File: src/tms_pkg.sv
// package: register map, field layout and timing constants of the timer mode block
package tms_pkg;
   // register indices (printed offsets not all multiples of four: byte address = index * 4)
   localparam logic [7:0]  IDX_TIMER_B_MODE   = 8'h09;
   localparam logic [7:0]  IDX_TIMER_C_MODE   = 8'h0d;
   localparam logic [7:0]  IDX_TIMER_A_MODE   = 8'h08;
   localparam logic [7:0]  IDX_LOAD_B         = 8'h10;
   localparam logic [7:0]  IDX_LOAD_C         = 8'h11;
   localparam logic [7:0]  IDX_STATUS         = 8'h12;
   localparam logic [7:0]  IDX_CONTROL        = 8'h13;
   localparam logic [7:0]  IDX_COUNT          = 8'h14;
   localparam logic [3:0]  MODE_RESET         = 4'h0;
   localparam logic [7:0]  LOAD_RESET         = 8'h00;
   localparam logic [7:0]  CNT_MAX            = 8'hff;
   localparam int          MODE_DELAY_CYC     = 2;
   // field positions
   localparam int          MODE_SEL_BIT       = 3;
   localparam int          STAT_IRQ_A         = 0;
   localparam int          STAT_IRQ_B         = 1;
   localparam int          STAT_IRQ_C         = 2;
   localparam int          STAT_DISP_ON       = 3;
   localparam int          CTRL_DISP_EN       = 0;
   localparam int          CTRL_PWM_EN        = 1;
   // subclock oscillator pre-divide ahead of the subclock prescaler
   localparam int          SUB_PREDIV_BITS    = 3;
   localparam int          SYS_PS_BITS        = 11;
   localparam int          SUB_PS_BITS        = 5;

   typedef struct packed {
      logic       reload_en;
      logic [2:0] rate;
   } tms_mode_t;

   typedef struct packed {
      logic [7:0] cnt;
      logic       irq;
   } tms_timer_t;
endpackage

File: src/tms_timer_mode.sv
// top module: mode registers, prescalers and three 8-bit up-counters
//
// Our own choice: the APB interface to the registers.
`timescale 1ns/1ps
`default_nettype none
// Overview of operation
// - timer_a_mode bit3=0: system prescaler taps 2048..2 cycles
// - bit3=1: subclock taps 32,16,8,2,1/2; 110/111 hold reset
// - timer A overflow every 256 input clocks
// - subclock or reset setting switches display power off
// - timer_b_mode 4-bit write-only, reset zero, bit3 auto-reload
// - timer B taps 2048..2, code 111 external event pin
// - timer B/C mode writes take effect second cycle after
// - timer_c_mode 4-bit write-only, reset zero, bit3 auto-reload
// - timer C taps 2048,1024,512,128,32,8,4,2, no external
// - pulse output may deviate until overflow after load update
// - after that overflow pulse output follows new settings
// - timer A increments per input clock, wraps at FF, flags
// - B/C reload value or zero on overflow, flag set
// - system prescaler 11-bit, cleared by reset
// - subclock prescaler 5-bit, fed by subclock divided by eight
module tms_timer_mode
   import tms_pkg::*;
(
   // clock and reset
   input  wire logic        ref_clk,
   input  wire logic        nrst,
   // apb slave
   input  wire logic        psel,
   input  wire logic        penable,
   input  wire logic        pwrite,
   input  wire logic [11:0] paddr,
   input  wire logic [31:0] pwdata,
   output logic      [31:0] prdata,
   output logic             pready,
   output logic             pslverr,
   // pins
   input  wire logic        subclk_in,
   input  wire logic        external_event_pin,
   // outputs
   output logic             timer_a_irq_flag,
   output logic             timer_b_irq_flag,
   output logic             timer_c_irq_flag,
   output logic             display_power,
   output logic             pwm_out
);
   tms_mode_t        mode_b_q, mode_c_q, pend_b_q, pend_c_q;
   logic [3:0]       mode_a_q;
   logic [1:0]       dly_b_q, dly_c_q;
   logic [7:0]       load_b_q, load_c_q;
   logic [1:0]       ctrl_q;
   logic [SYS_PS_BITS-1:0] sys_ps_q;
   logic [2:0]       sub_sync_q, ev_sync_q;
   logic [SUB_PREDIV_BITS-1:0] sub_div_q;
   logic [SUB_PS_BITS-1:0] sub_ps_q;
   logic [SUB_PS_BITS:0] sub_prev_q;
   logic [SYS_PS_BITS-1:0] sys_prev_q;
   tms_timer_t       ta_q, tb_q, tc_q;
   logic             pwm_stable_q;
   logic             wr, sub_edge, ev_edge, a_hold;
   logic             sub_half_prev_q;
   logic             tick_a, tick_b, tick_c;
   logic [SUB_PS_BITS:0] sub_chain;

   // tap index (0 = bit0 = /2) of system prescaler falling edge
   function automatic logic [3:0] tap_a(input logic [2:0] c);
      case (c)
         3'd0: tap_a = 4'd10;
         3'd1: tap_a = 4'd9;
         3'd2: tap_a = 4'd8;
         3'd3: tap_a = 4'd6;
         3'd4: tap_a = 4'd4;
         3'd5: tap_a = 4'd2;
         3'd6: tap_a = 4'd1;
         default: tap_a = 4'd0;
      endcase
   endfunction

   function automatic logic [3:0] tap_b(input logic [2:0] c);
      case (c)
         3'd0: tap_b = 4'd10;
         3'd1: tap_b = 4'd8;
         3'd2: tap_b = 4'd6;
         3'd3: tap_b = 4'd4;
         3'd4: tap_b = 4'd2;
         3'd5: tap_b = 4'd1;
         default: tap_b = 4'd0;
      endcase
   endfunction

   // edge of a system prescaler bit: falling edge marks one full tap period
   function automatic logic sys_fall(input logic [3:0] t,
                                     input logic [SYS_PS_BITS-1:0] p,
                                     input logic [SYS_PS_BITS-1:0] c);
      sys_fall = p[t] & ~c[t];
   endfunction

   assign wr = psel & penable & pwrite;

   // apb register writes; mode b/c staged for delayed effect
   always_ff @(posedge ref_clk or negedge nrst) begin
      if (!nrst) begin
         mode_a_q <= MODE_RESET;
         pend_b_q <= tms_mode_t'(MODE_RESET);
         pend_c_q <= tms_mode_t'(MODE_RESET);
         load_b_q <= LOAD_RESET;
         load_c_q <= LOAD_RESET;
         ctrl_q   <= 2'b00;
      end else if (wr) begin
         if (paddr == {2'b00, IDX_TIMER_A_MODE, 2'b00}) begin
            mode_a_q <= pwdata[3:0];
         end else if (paddr == {2'b00, IDX_TIMER_B_MODE, 2'b00}) begin
            pend_b_q <= tms_mode_t'(pwdata[3:0]);
         end else if (paddr == {2'b00, IDX_TIMER_C_MODE, 2'b00}) begin
            pend_c_q <= tms_mode_t'(pwdata[3:0]);
         end else if (paddr == {2'b00, IDX_LOAD_B, 2'b00}) begin
            load_b_q <= pwdata[7:0];
         end else if (paddr == {2'b00, IDX_LOAD_C, 2'b00}) begin
            load_c_q <= pwdata[7:0];
         end else if (paddr == {2'b00, IDX_CONTROL, 2'b00}) begin
            ctrl_q <= pwdata[1:0];
         end
      end
   end

   // write to b/c mode becomes active on the second cycle after the write
   always_ff @(posedge ref_clk or negedge nrst) begin
      if (!nrst) begin
         dly_b_q  <= 2'd0;
         dly_c_q  <= 2'd0;
         mode_b_q <= tms_mode_t'(MODE_RESET);
         mode_c_q <= tms_mode_t'(MODE_RESET);
      end else begin
         dly_b_q <= (wr && paddr == {2'b00, IDX_TIMER_B_MODE, 2'b00}) ?
                    2'(MODE_DELAY_CYC) : (dly_b_q != 2'd0 ? dly_b_q - 2'd1 : 2'd0);
         dly_c_q <= (wr && paddr == {2'b00, IDX_TIMER_C_MODE, 2'b00}) ?
                    2'(MODE_DELAY_CYC) : (dly_c_q != 2'd0 ? dly_c_q - 2'd1 : 2'd0);
         if (dly_b_q == 2'd1) begin
            mode_b_q <= pend_b_q;
         end
         if (dly_c_q == 2'd1) begin
            mode_c_q <= pend_c_q;
         end
      end
   end

   // apb read data and answer: zero wait states, unmapped reads zero
   always_ff @(posedge ref_clk or negedge nrst) begin
      if (!nrst) begin
         prdata  <= 32'h0000_0000;
         pready  <= 1'b0;
         pslverr <= 1'b0;
      end else begin
         pready  <= psel & ~penable;
         pslverr <= 1'b0;
         prdata  <= 32'h0000_0000;
         if (psel && !penable && !pwrite) begin
            if (paddr == {2'b00, IDX_STATUS, 2'b00}) begin
               prdata <= {28'h000_0000, display_power, timer_c_irq_flag,
                          timer_b_irq_flag, timer_a_irq_flag};
            end else if (paddr == {2'b00, IDX_COUNT, 2'b00}) begin
               prdata <= {8'h00, tc_q.cnt, tb_q.cnt, ta_q.cnt};
            end else if (paddr == {2'b00, IDX_CONTROL, 2'b00}) begin
               prdata <= {30'h0000_0000, ctrl_q};
            end
         end
      end
   end

   // system prescaler free-runs on the system clock
   always_ff @(posedge ref_clk or negedge nrst) begin
      if (!nrst) begin
         sys_ps_q   <= '0;
         sys_prev_q <= '0;
      end else begin
         sys_ps_q   <= sys_ps_q + SYS_PS_BITS'(1);
         sys_prev_q <= sys_ps_q;
      end
   end

   // pin synchronisers; stage 0 only feeds stage 1
   always_ff @(posedge ref_clk or negedge nrst) begin
      if (!nrst) begin
         sub_sync_q <= 3'b000;
         ev_sync_q  <= 3'b000;
      end else begin
         sub_sync_q <= {sub_sync_q[1:0], subclk_in};
         ev_sync_q  <= {ev_sync_q[1:0], external_event_pin};
      end
   end
   assign sub_edge = sub_sync_q[1] & ~sub_sync_q[2];
   assign ev_edge  = ev_sync_q[2] & ~ev_sync_q[1]; // falling edge of active-low event
   assign a_hold   = mode_a_q[MODE_SEL_BIT] & mode_a_q[2] & mode_a_q[1];

   // subclock /8 then 5-bit prescaler, held in reset by subclock codes 110/111
   always_ff @(posedge ref_clk or negedge nrst) begin
      if (!nrst) begin
         sub_div_q  <= '0;
         sub_ps_q   <= '0;
         sub_prev_q <= '0;
         sub_half_prev_q <= 1'b0;
      end else begin
         if (a_hold) begin
            sub_div_q <= '0;
            sub_ps_q  <= '0;
         end else if (sub_edge) begin
            sub_div_q <= sub_div_q + SUB_PREDIV_BITS'(1);
            if (&sub_div_q) begin
               sub_ps_q <= sub_ps_q + SUB_PS_BITS'(1);
            end
         end
         sub_prev_q <= sub_chain;
         sub_half_prev_q <= sub_div_q[1]; // half of one /8 period
      end
   end
   // bit0 = divide-by-8 output (eight subclocks), bit k = 8*2^k subclocks
   assign sub_chain = {sub_ps_q, sub_div_q[SUB_PREDIV_BITS-1]};

   // tick selection for the three timers
   always_comb begin
      tick_a = 1'b0;
      if (!mode_a_q[MODE_SEL_BIT]) begin
         tick_a = sys_fall(tap_a(mode_a_q[2:0]), sys_prev_q, sys_ps_q);
      end else begin
         case (mode_a_q[2:0])
            3'd0: tick_a = sub_prev_q[5] & ~sub_chain[5];
            3'd1: tick_a = sub_prev_q[4] & ~sub_chain[4];
            3'd2: tick_a = sub_prev_q[3] & ~sub_chain[3];
            3'd3: tick_a = sub_prev_q[1] & ~sub_chain[1];
            3'd4: tick_a = sub_half_prev_q & ~sub_div_q[1]; // tick every four subclocks, half a /8 period
            default: tick_a = 1'b0;
         endcase
      end
      tick_b = (mode_b_q.rate == 3'd7) ? ev_edge :
               sys_fall(tap_b(mode_b_q.rate), sys_prev_q, sys_ps_q);
      tick_c = sys_fall(tap_a(mode_c_q.rate), sys_prev_q, sys_ps_q);
   end

   // timer A counter: wraps after FF, flag sticky until cleared by status write
   always_ff @(posedge ref_clk or negedge nrst) begin
      if (!nrst) begin
         ta_q <= '0;
      end else begin
         if (a_hold) begin
            ta_q.cnt <= 8'h00;
         end else if (tick_a) begin
            ta_q.cnt <= ta_q.cnt + 8'h01;
         end
         if (a_hold == 1'b0 && tick_a && ta_q.cnt == CNT_MAX) begin
            ta_q.irq <= 1'b1;
         end else if (wr && paddr == {2'b00, IDX_STATUS, 2'b00} && pwdata[STAT_IRQ_A]) begin
            ta_q.irq <= 1'b0;
         end
      end
   end

   // timers B and C: reload value or zero on overflow, load write restarts
   always_ff @(posedge ref_clk or negedge nrst) begin
      if (!nrst) begin
         tb_q <= '0;
         tc_q <= '0;
      end else begin
         if (wr && paddr == {2'b00, IDX_LOAD_B, 2'b00}) begin
            tb_q.cnt <= pwdata[7:0];
         end else if (tick_b) begin
            tb_q.cnt <= (tb_q.cnt != CNT_MAX) ? tb_q.cnt + 8'h01 :
                        (mode_b_q.reload_en ? load_b_q : 8'h00);
         end
         if (tick_b && tb_q.cnt == CNT_MAX) begin
            tb_q.irq <= 1'b1;
         end else if (wr && paddr == {2'b00, IDX_STATUS, 2'b00} && pwdata[STAT_IRQ_B]) begin
            tb_q.irq <= 1'b0;
         end
         if (wr && paddr == {2'b00, IDX_LOAD_C, 2'b00}) begin
            tc_q.cnt <= pwdata[7:0];
         end else if (tick_c) begin
            tc_q.cnt <= (tc_q.cnt != CNT_MAX) ? tc_q.cnt + 8'h01 :
                        (mode_c_q.reload_en ? load_c_q : 8'h00);
         end
         if (tick_c && tc_q.cnt == CNT_MAX) begin
            tc_q.irq <= 1'b1;
         end else if (wr && paddr == {2'b00, IDX_STATUS, 2'b00} && pwdata[STAT_IRQ_C]) begin
            tc_q.irq <= 1'b0;
         end
      end
   end

   // pulse output from timer C: muted after a load write until its overflow
   always_ff @(posedge ref_clk or negedge nrst) begin
      if (!nrst) begin
         pwm_stable_q <= 1'b0;
         pwm_out      <= 1'b0;
      end else begin
         if (wr && paddr == {2'b00, IDX_LOAD_C, 2'b00}) begin
            pwm_stable_q <= 1'b0;
         end else if (tick_c && tc_q.cnt == CNT_MAX) begin
            pwm_stable_q <= 1'b1;
         end
         pwm_out <= ctrl_q[CTRL_PWM_EN] & pwm_stable_q & (tc_q.cnt >= load_c_q) & ~tc_q.cnt[7]
                    | (ctrl_q[CTRL_PWM_EN] & pwm_stable_q & tc_q.cnt[7] & (tc_q.cnt >= load_c_q));
      end
   end

   // display power: off whenever subclock source or hold setting is selected
   always_ff @(posedge ref_clk or negedge nrst) begin
      if (!nrst) begin
         display_power <= 1'b0;
      end else begin
         display_power <= ctrl_q[CTRL_DISP_EN] & ~mode_a_q[MODE_SEL_BIT];
      end
   end

   // flag outputs
   always_ff @(posedge ref_clk or negedge nrst) begin
      if (!nrst) begin
         timer_a_irq_flag <= 1'b0;
         timer_b_irq_flag <= 1'b0;
         timer_c_irq_flag <= 1'b0;
      end else begin
         timer_a_irq_flag <= ta_q.irq;
         timer_b_irq_flag <= tb_q.irq;
         timer_c_irq_flag <= tc_q.irq;
      end
   end

   // checks; the staged mode is visible one edge after the second cycle
   mode_delay_a: assert property (@(posedge ref_clk) disable iff (!nrst)
      (wr && paddr == {2'b00, IDX_TIMER_B_MODE, 2'b00}) ##1 !wr [*2]
      |=> mode_b_q == $past(pend_b_q))
      else $error("timer b mode not applied after two cycles");
   b_reload_a: assert property (@(posedge ref_clk) disable iff (!nrst)
      (tick_b && tb_q.cnt == CNT_MAX && mode_b_q.reload_en && !wr) |=> tb_q.cnt == load_b_q)
      else $error("timer b reload value wrong");
   b_zero_a: assert property (@(posedge ref_clk) disable iff (!nrst)
      (tick_b && tb_q.cnt == CNT_MAX && !mode_b_q.reload_en && !wr) |=> tb_q.cnt == 8'h00)
      else $error("timer b did not restart at zero");
   a_wrap_a: assert property (@(posedge ref_clk) disable iff (!nrst)
      (tick_a && !a_hold && ta_q.cnt == CNT_MAX)
      |=> ta_q.cnt == 8'h00 && ta_q.irq ##1 timer_a_irq_flag)
      else $error("timer a overflow wrong");
   a_hold_a: assert property (@(posedge ref_clk) disable iff (!nrst)
      a_hold |=> ta_q.cnt == 8'h00 && sub_ps_q == '0)
      else $error("timer a not held in reset");
   disp_off_a: assert property (@(posedge ref_clk) disable iff (!nrst)
      mode_a_q[MODE_SEL_BIT] |=> !display_power)
      else $error("display still powered");
   a_tap_a: assert property (@(posedge ref_clk) disable iff (!nrst)
      (mode_a_q == 4'h7 && $past(mode_a_q) == 4'h7 && tick_a) |=> !tick_a)
      else $error("fastest timer a tap ticked back to back");
   c_step_a: assert property (@(posedge ref_clk) disable iff (!nrst)
      (tick_c && tc_q.cnt != CNT_MAX && !wr) |=> tc_q.cnt == $past(tc_q.cnt) + 8'h01)
      else $error("timer c did not step by one");
   pwm_mute_a: assert property (@(posedge ref_clk) disable iff (!nrst)
      (wr && paddr == {2'b00, IDX_LOAD_C, 2'b00}) |=> !pwm_stable_q ##1 !pwm_out)
      else $error("pulse output not muted after load");
   ovf_b_c: cover property (@(posedge ref_clk) disable iff (!nrst) tick_b && tb_q.cnt == CNT_MAX);
   ovf_a_c: cover property (@(posedge ref_clk) disable iff (!nrst) tick_a && ta_q.cnt == CNT_MAX);
   ev_b_c:  cover property (@(posedge ref_clk) disable iff (!nrst) ev_edge && mode_b_q.rate == 3'd7);
endmodule
`default_nettype wire

File: config.mk
export PLATFORM = sky130hd
export DESIGN_NAME = tms_timer_mode
export DESIGN_NICKNAME = d
export VERILOG_FILES = /design/src/tms_pkg.sv /design/src/tms_timer_mode.sv
export SDC_FILE = /design/constraint.sdc
export NUM_CORES = 1
export LEC_CHECK = 0
export ABC_AREA = 1
export ABC_CLOCK_PERIOD_IN_PS = 4500
export BUFFER_PORTS_ARGS = -buffer_cell sky130_fd_sc_hd__buf_4
export CAP_MARGIN = 30
export CELL_PAD_IN_SITES_DETAIL_PLACEMENT = 0
export CELL_PAD_IN_SITES_GLOBAL_PLACEMENT = 1
export CORE_ASPECT_RATIO = 0.5
export CORE_MARGIN = 2
export CORE_UTILIZATION = 47
export CTS_CLUSTER_DIAMETER = 40
export CTS_CLUSTER_SIZE = 40
export DETAILED_ROUTE_END_ITERATION = 10
export GPL_TIMING_DRIVEN = 0
export PLACE_DENSITY_LB_ADDON = 0.1
export SKIP_CTS_REPAIR_TIMING = 1
export SYNTH_ARGS = -nofsm -noshare
export SYNTH_HDL_FRONTEND = slang
export SYNTH_SLANG_ARGS = --single-unit
File: constraint.sdc
create_clock -name ref_clk -period 4.5 [get_ports ref_clk]
set_input_delay 0.225 -clock ref_clk [delete_from_list [all_inputs] [get_ports ref_clk]]
set_output_delay 0.225 -clock ref_clk [all_outputs]
set_load 0.02 [all_outputs]
**After elaboration in Yosys (flattened, before gate mapping)**

Cells that the tools add are included.

- Add/sub/neg operators: 8
- $mul: 0
- Div/mod/pow operators: 0
- Order comparisons: 4
- Equal/unequal tests: 33
- Shifts and indexed selects: 0
- Multiplexer cells: 50
- Bitwise gates (word level): 41
- Reduce and logical (&&, ||, !) cells: 38

Operator list:

| operator | number |
|---|---|
| 2-to-1 mux 8 bit | 10 |
| 2-to-1 mux 24 bit | 3 |
| == test 12 x 7 -> 1 bit, second input constant | 5 |
| case mux 4 bit (7 select lines) | 2 |
| == test 12 x 6 -> 1 bit, second input constant | 3 |
| == test 3 bit, second input constant | 9 |
| adder 8 x 1 -> 8 bit, second input constant | 3 |
| binary-select mux 1 bit (select 4 bit) | 6 |
| == test 8 bit, second input constant | 3 |
| case mux 4 bit (6 select lines) | 1 |
| nonzero test 2 bit | 11 |
| bitwise AND 1 bit | 21 |
| inverter 1 bit | 19 |
| == test 3 x 2 -> 1 bit, second input constant | 6 |
| 2-to-1 mux 1 bit | 16 |
| != test 8 bit, second input constant | 2 |
| < comparator 4 x 5 -> 1 bit, second input constant | 3 |
| 2-to-1 mux 5 bit | 3 |
| logical AND 1 bit | 14 |
| adder 11 x 1 -> 11 bit, second input constant | 1 |
| 2-to-1 mux 2 bit | 5 |
| == test 3 x 1 -> 1 bit, second input constant | 3 |
| zero test 3 bit | 3 |
| >= comparator 8 bit | 1 |
| other kinds (15) | 21 |

- Bits in registers: 151
- Latch bits: 0
- Memory bits (writable): 0
- Memory bits (read-only): 0
- Input port bits: 51
- Output and inout port bits: 39
- Word-level logic and storage cells: 210
- Memories: 0

**Depth between registers and ports, before layout**

- Depth in word-level cells: 11
- Gate-level depth with buffers: 13
- Mapped depth without buffers: 13

**Least setup slack after synthesis**

Ideal clock, no wire load.

- Path kind: reg2reg
- Start point: reg tc_q[2] in the netlist's numbering
- End point: reg tc_q[4] in the netlist's numbering
- Setup time: 0.065 ns
- Arrival: 1.487 ns
- Required time: 4.435 ns
- Slack: 2.949 ns
- Stages on the path, launching flop included: 12
- Path buffers: 0
- Clock period less this slack: 1.551 ns
- Path through: dfrtp_1 > ha_1 > nand2_1 > nor2_2 > nand3_1 > nor2_4 > nand2_2 > nor2_1 > o21ai_0 > o21ai_0 > nand2_1 > nand2_1

- Word-level cells in the longest chain between the ends: 4
- Elaborated cells between the ends (all ways): 5
- Those cells by class: add/sub: 1; eq/ne: 1; mux: 3

Ends and longest elaborated chain:

| element | RTL line | source |
|---|---|---|
| start: declaration | tms_timer_mode.sv:58 | `tms_timer_t ta_q, tb_q, tc_q;` |
| adder 8 x 1 -> 8 bit or != test 8 bit (tied branches) | tms_timer_mode.sv:277 | `tc_q.cnt <= (tc_q.cnt != CNT_MAX) ? tc_q.cnt + 8'h01 :` |
| 2-to-1 mux 8 bit (*) | tms_timer_mode.sv:277 |  |
| 2-to-1 mux 8 bit (*) | tms_timer_mode.sv:276 | `end else if (tick_c) begin` |
| 2-to-1 mux 8 bit (*) | tms_timer_mode.sv:274 | `if (wr && paddr == {2'b00, IDX_LOAD_C, 2'b00}) begin` |

Mark *: on every way between the ends. The rest lies on a longest branch, timed or not. The select of a mux whose other input is x is not followed.
A chain may end at the register's enable or synchronous reset.

**Worst setup path after layout**

- Start point: reg tc_q[2] in the netlist's numbering
- End point: reg tc_q[8] in the netlist's numbering

The elaborated chain is that of the path after synthesis.

==> run_results.csv <==
group,metric,value,unit
sta,finalCriticalPeriod,2.00,ns
clocking,cts-root-buf,"clkbuf_16",
setup_path,endpoint_kind,"register",
clocking,numCtsBuffers,17,
sta,whs,0.0567,ns
clocking,worstSkewPairLatency,0.41,ns
sta,tightest_slew,0.785,ns
setup_path,crit_arrival,2.34,ns
setup_path,crit_path_frequent_cell,"nand2_1",
sta,rsz0062_at_grt,"false",
detailed_routing,drc,0,
floorplanning,fp-row-count,30,
setup_path,slowest_delay,0.48,ns
run_status,status,"finished, final reports clean",
yosys,yosys_register_bits,139,
final_layout,num-fill-cells,1289,
clocking,cts_max_level,4,
detailed_routing,wl_per_cell,14.7,µm
sta,fin_crit_sh,44.4,%
detailed_routing,ant_nets,0,
sta,fmax,500,MHz
grt,grt_pass1_wl,26400,µm
clocking,cts.path.max_buffers,2,
sta,setup_viol,0,
setup_path,r2r-end,"tc_q[8]",
yosys,syn_area,6680,µm²
setup_path,crit_required,4.84,ns
final_layout,fin_util,58.9,%
grt,antenna_found_initial,0,
setup_path,cp_slowest_cell,"dfrtp_1",
final_layout,stdcell_area,8070,µm²
pwr,power.density,367,nW/µm²
clocking,cts_tree,"built",
detailed_routing,drt-initial-drc-count,352,
detailed_routing,vias_per_cell,5.07,
sta,fin_skew,0.00980,ns
setup_path,crit_type,"register to register",
grt,grtUsageTotal,22.0,%
final_layout,layout-drive-gt1-share,16.0,%
floorplanning,die_x,173,µm
setup_path,start_kind,"register",
sta,relSlewSlack,47.3,%
sta,finalSetupTns,0,ns
grt,grt_pass1_vias,5202,
setup_path,path_max_fanout,6,
grt,grt_max_degree,87,
setup_path,r2r_start,"tc_q[2]",
final_layout,multi_input_area,2700,µm²
yosys,yosysSeqAreaShare,52.0,%
sta,finalHoldViolCount,0,
yosys,synth_top_area_share,52.0,%
place,gp_congestion,0.815,
detailed_routing,wirelength,15700,µm
setup_path,critical_path.cell_chain,"ha_1 -> nand2_1 -> nor2_2 -> nand3_1 -> nor2_4 -> nand2_2 -> nor2_1 -> o21ai_0 -> nand2_1 -> nand2_1 -> o21ai_2",
worst_hold_path,hold_start,"psel",
place,io_buffers,56,
floorplanning,core_area,13700,µm²
setup_path,critPathTopFamily,"simple AND/OR/NAND/NOR gates",
flow_run,maxCapViolCount,0,
yosys,postSynthCellCount,778,
pwr,leakagePower,3.99,nW
yosys,synth_top_cells_by_area,"dfrtp_1, nand2_1, inv_1, nand3_1, o21ai_0",
setup_path,r2r_cells,11,
pwr,total_power,2.96,mW
grt,overflow,0,
detailed_routing,drt_first_pass_iters,5,
clocking,cts_sinks,139,
floorplanning,pin_count,90,
floorplanning,start_util,48.8,%
yosys,yosys_warnings,0,
final_layout,antenna_cells,0,
worst_hold_path,min_path_type,"primary input to register",
place,hpwl,11400,µm
final_layout,syn2layout_area_growth,20.7,%
setup_path,crit_cells,11,
final_layout,seqCellArea,3480,µm²
pwr,peakVddDrop,0.257,mV
yosys,synth_area_leader_cell,"dfrtp_1",
place,place_inst,1035,
setup_path,r2r_setup_slack,2.50,ns
final_layout,finalNetCount,932,
place,pre_cts_ws,2.54,ns
floorplanning,die_h,88.3,µm
setup_path,crit_buf_inv,0,
worst_hold_path,worstHoldEndpoint,"pready",
yosys,ys_types,39,
sta,fin_ws,2.50,ns
worst_hold_path,holdPathStages,3,
floorplanning,die_area,15200,µm²
sta,slew_violations,0,
detailed_routing,vias,5429,
yosys,syn_area_per_cell,8.59,µm²
final_layout,fin_cells,1071,
clocking,clk_pin_slew,0.07,ns
place,placed_area,7410,µm²
## layout by cell type, fill, tap and decap left out, drive strengths merged, types with 2 or more instances in the layout
cell         count
nand2          168
dfrtp          139
inv            111
nand3           76
buf             72
o21ai           64
nor2            60
nor3            28
clkbuf          24
a21oi           23
o211ai          17
xor2            17
nand4           17
ha              15
conb             9
nand3b           7
clkinv           5
bufinv           4
dlygate4sd3      4
xnor2            3
o31ai            3
clkinvlp         3
a31oi            2
nor4             2
o21bai           2
## worst min-delay path: cells and delay by family
kind | cells | cell delay [ns]
buffers and inverters | 2 | 0.12
and+or+nand+nor | 1 | 0.07
## worst max-delay path by stage
stage	slack [ns]	from	end
after floorplan	2.95	tc_q[2]	tc_q[4]
after global placement	2.54	tc_q[2]	tc_q[8]
after detailed placement	2.54	tc_q[2]	tc_q[8]
after CTS	2.52	tc_q[2]	tc_q[8]
after global routing	2.36	tc_q[2]	tc_q[8]
final	2.50	tc_q[2]	tc_q[8]
## flip-flops by register name, summed over array words and instances (netlist names), 2 cells and up
name / cells
prdata: 24
sys_ps_q: 11
sys_prev_q: 9
ta_q: 9
tb_q: 9
tc_q: 9
load_b_q: 8
load_c_q: 8
sub_ps_q: 5
mode_a_q: 4
mode_b_q: 4
mode_c_q: 4
pend_b_q: 4
pend_c_q: 4
sub_prev_q: 4
ev_sync_q: 3
sub_div_q: 3
sub_sync_q: 3
ctrl_q: 2
dly_b_q: 2
dly_c_q: 2
## metal layers
metal | part of all wire (%) | track usage (%)
met3 | 3.4 | 3.87
met5 | 0 | 0
met2 | 44 | 35.4
met4 | 1.1 | 6.78
met1 | 51 | 31.0
## power by group
group,switching [mW],internal (mW),leakage (nW)
clock,0.559,0.933,0.294
sequential,0.0187,1.27,1.78
combinational,0.110,0.0701,1.92
total,0.688,2.27,3.99
## Yosys cell counts
library cell	number
nand2_2	8
buf_2	5
dfrtp_1	139
o2111ai_1	1
o21ai_1	14
nand2_1	160
inv_2	10
nor2_2	7
a21oi_2	1
nor3_2	1
a31oi_1	2
nor4_1	2
nand3b_1	7
o21ai_2	3
mux2_2	1
o211ai_1	17
o22ai_1	1
nand4_2	1
o21bai_1	1
buf_4	9
o21ai_0	47
xnor2_1	3
xor2_1	17
nand3_1	71
nor3_1	27
nor2_4	1
buf_6	1
a21oi_1	22
nor2_1	52
o31ai_1	3
nand3_2	5
ha_1	15
a41oi_1	1
o21bai_4	1
inv_1	99
clkbuf_1	5
nand4_1	16
clkinv_1	1
conb_1	1
## area by class of cell
cell class	count	share of cell area [%]
Sequential cell	139	43.1
Multi-Input combinational cell	517	33.5
Timing Repair Buffer	61	6.09
Clock buffer	19	5.36
Inverter	110	5.12
Tap cell	192	2.98
Clock inverter	13	2.37
Buffer	20	1.52
## cells by family (layout without fill, tap and decap cells)
logic type	count (synthesis)	count (layout)	synth area share, %
DFF	139	139	52.0
adders and majority gates	15	15	2.81
AOI/OAI and AO/OA	114	114	9.92
and+or+nand+nor	358	358	24.4
buffers and inverters	130	223	8.01
xor gates and xnor gates	20	20	2.62
other	1	9	0.0561
muxes	1	1	0.168
Power figures use the tool's default switching activity.
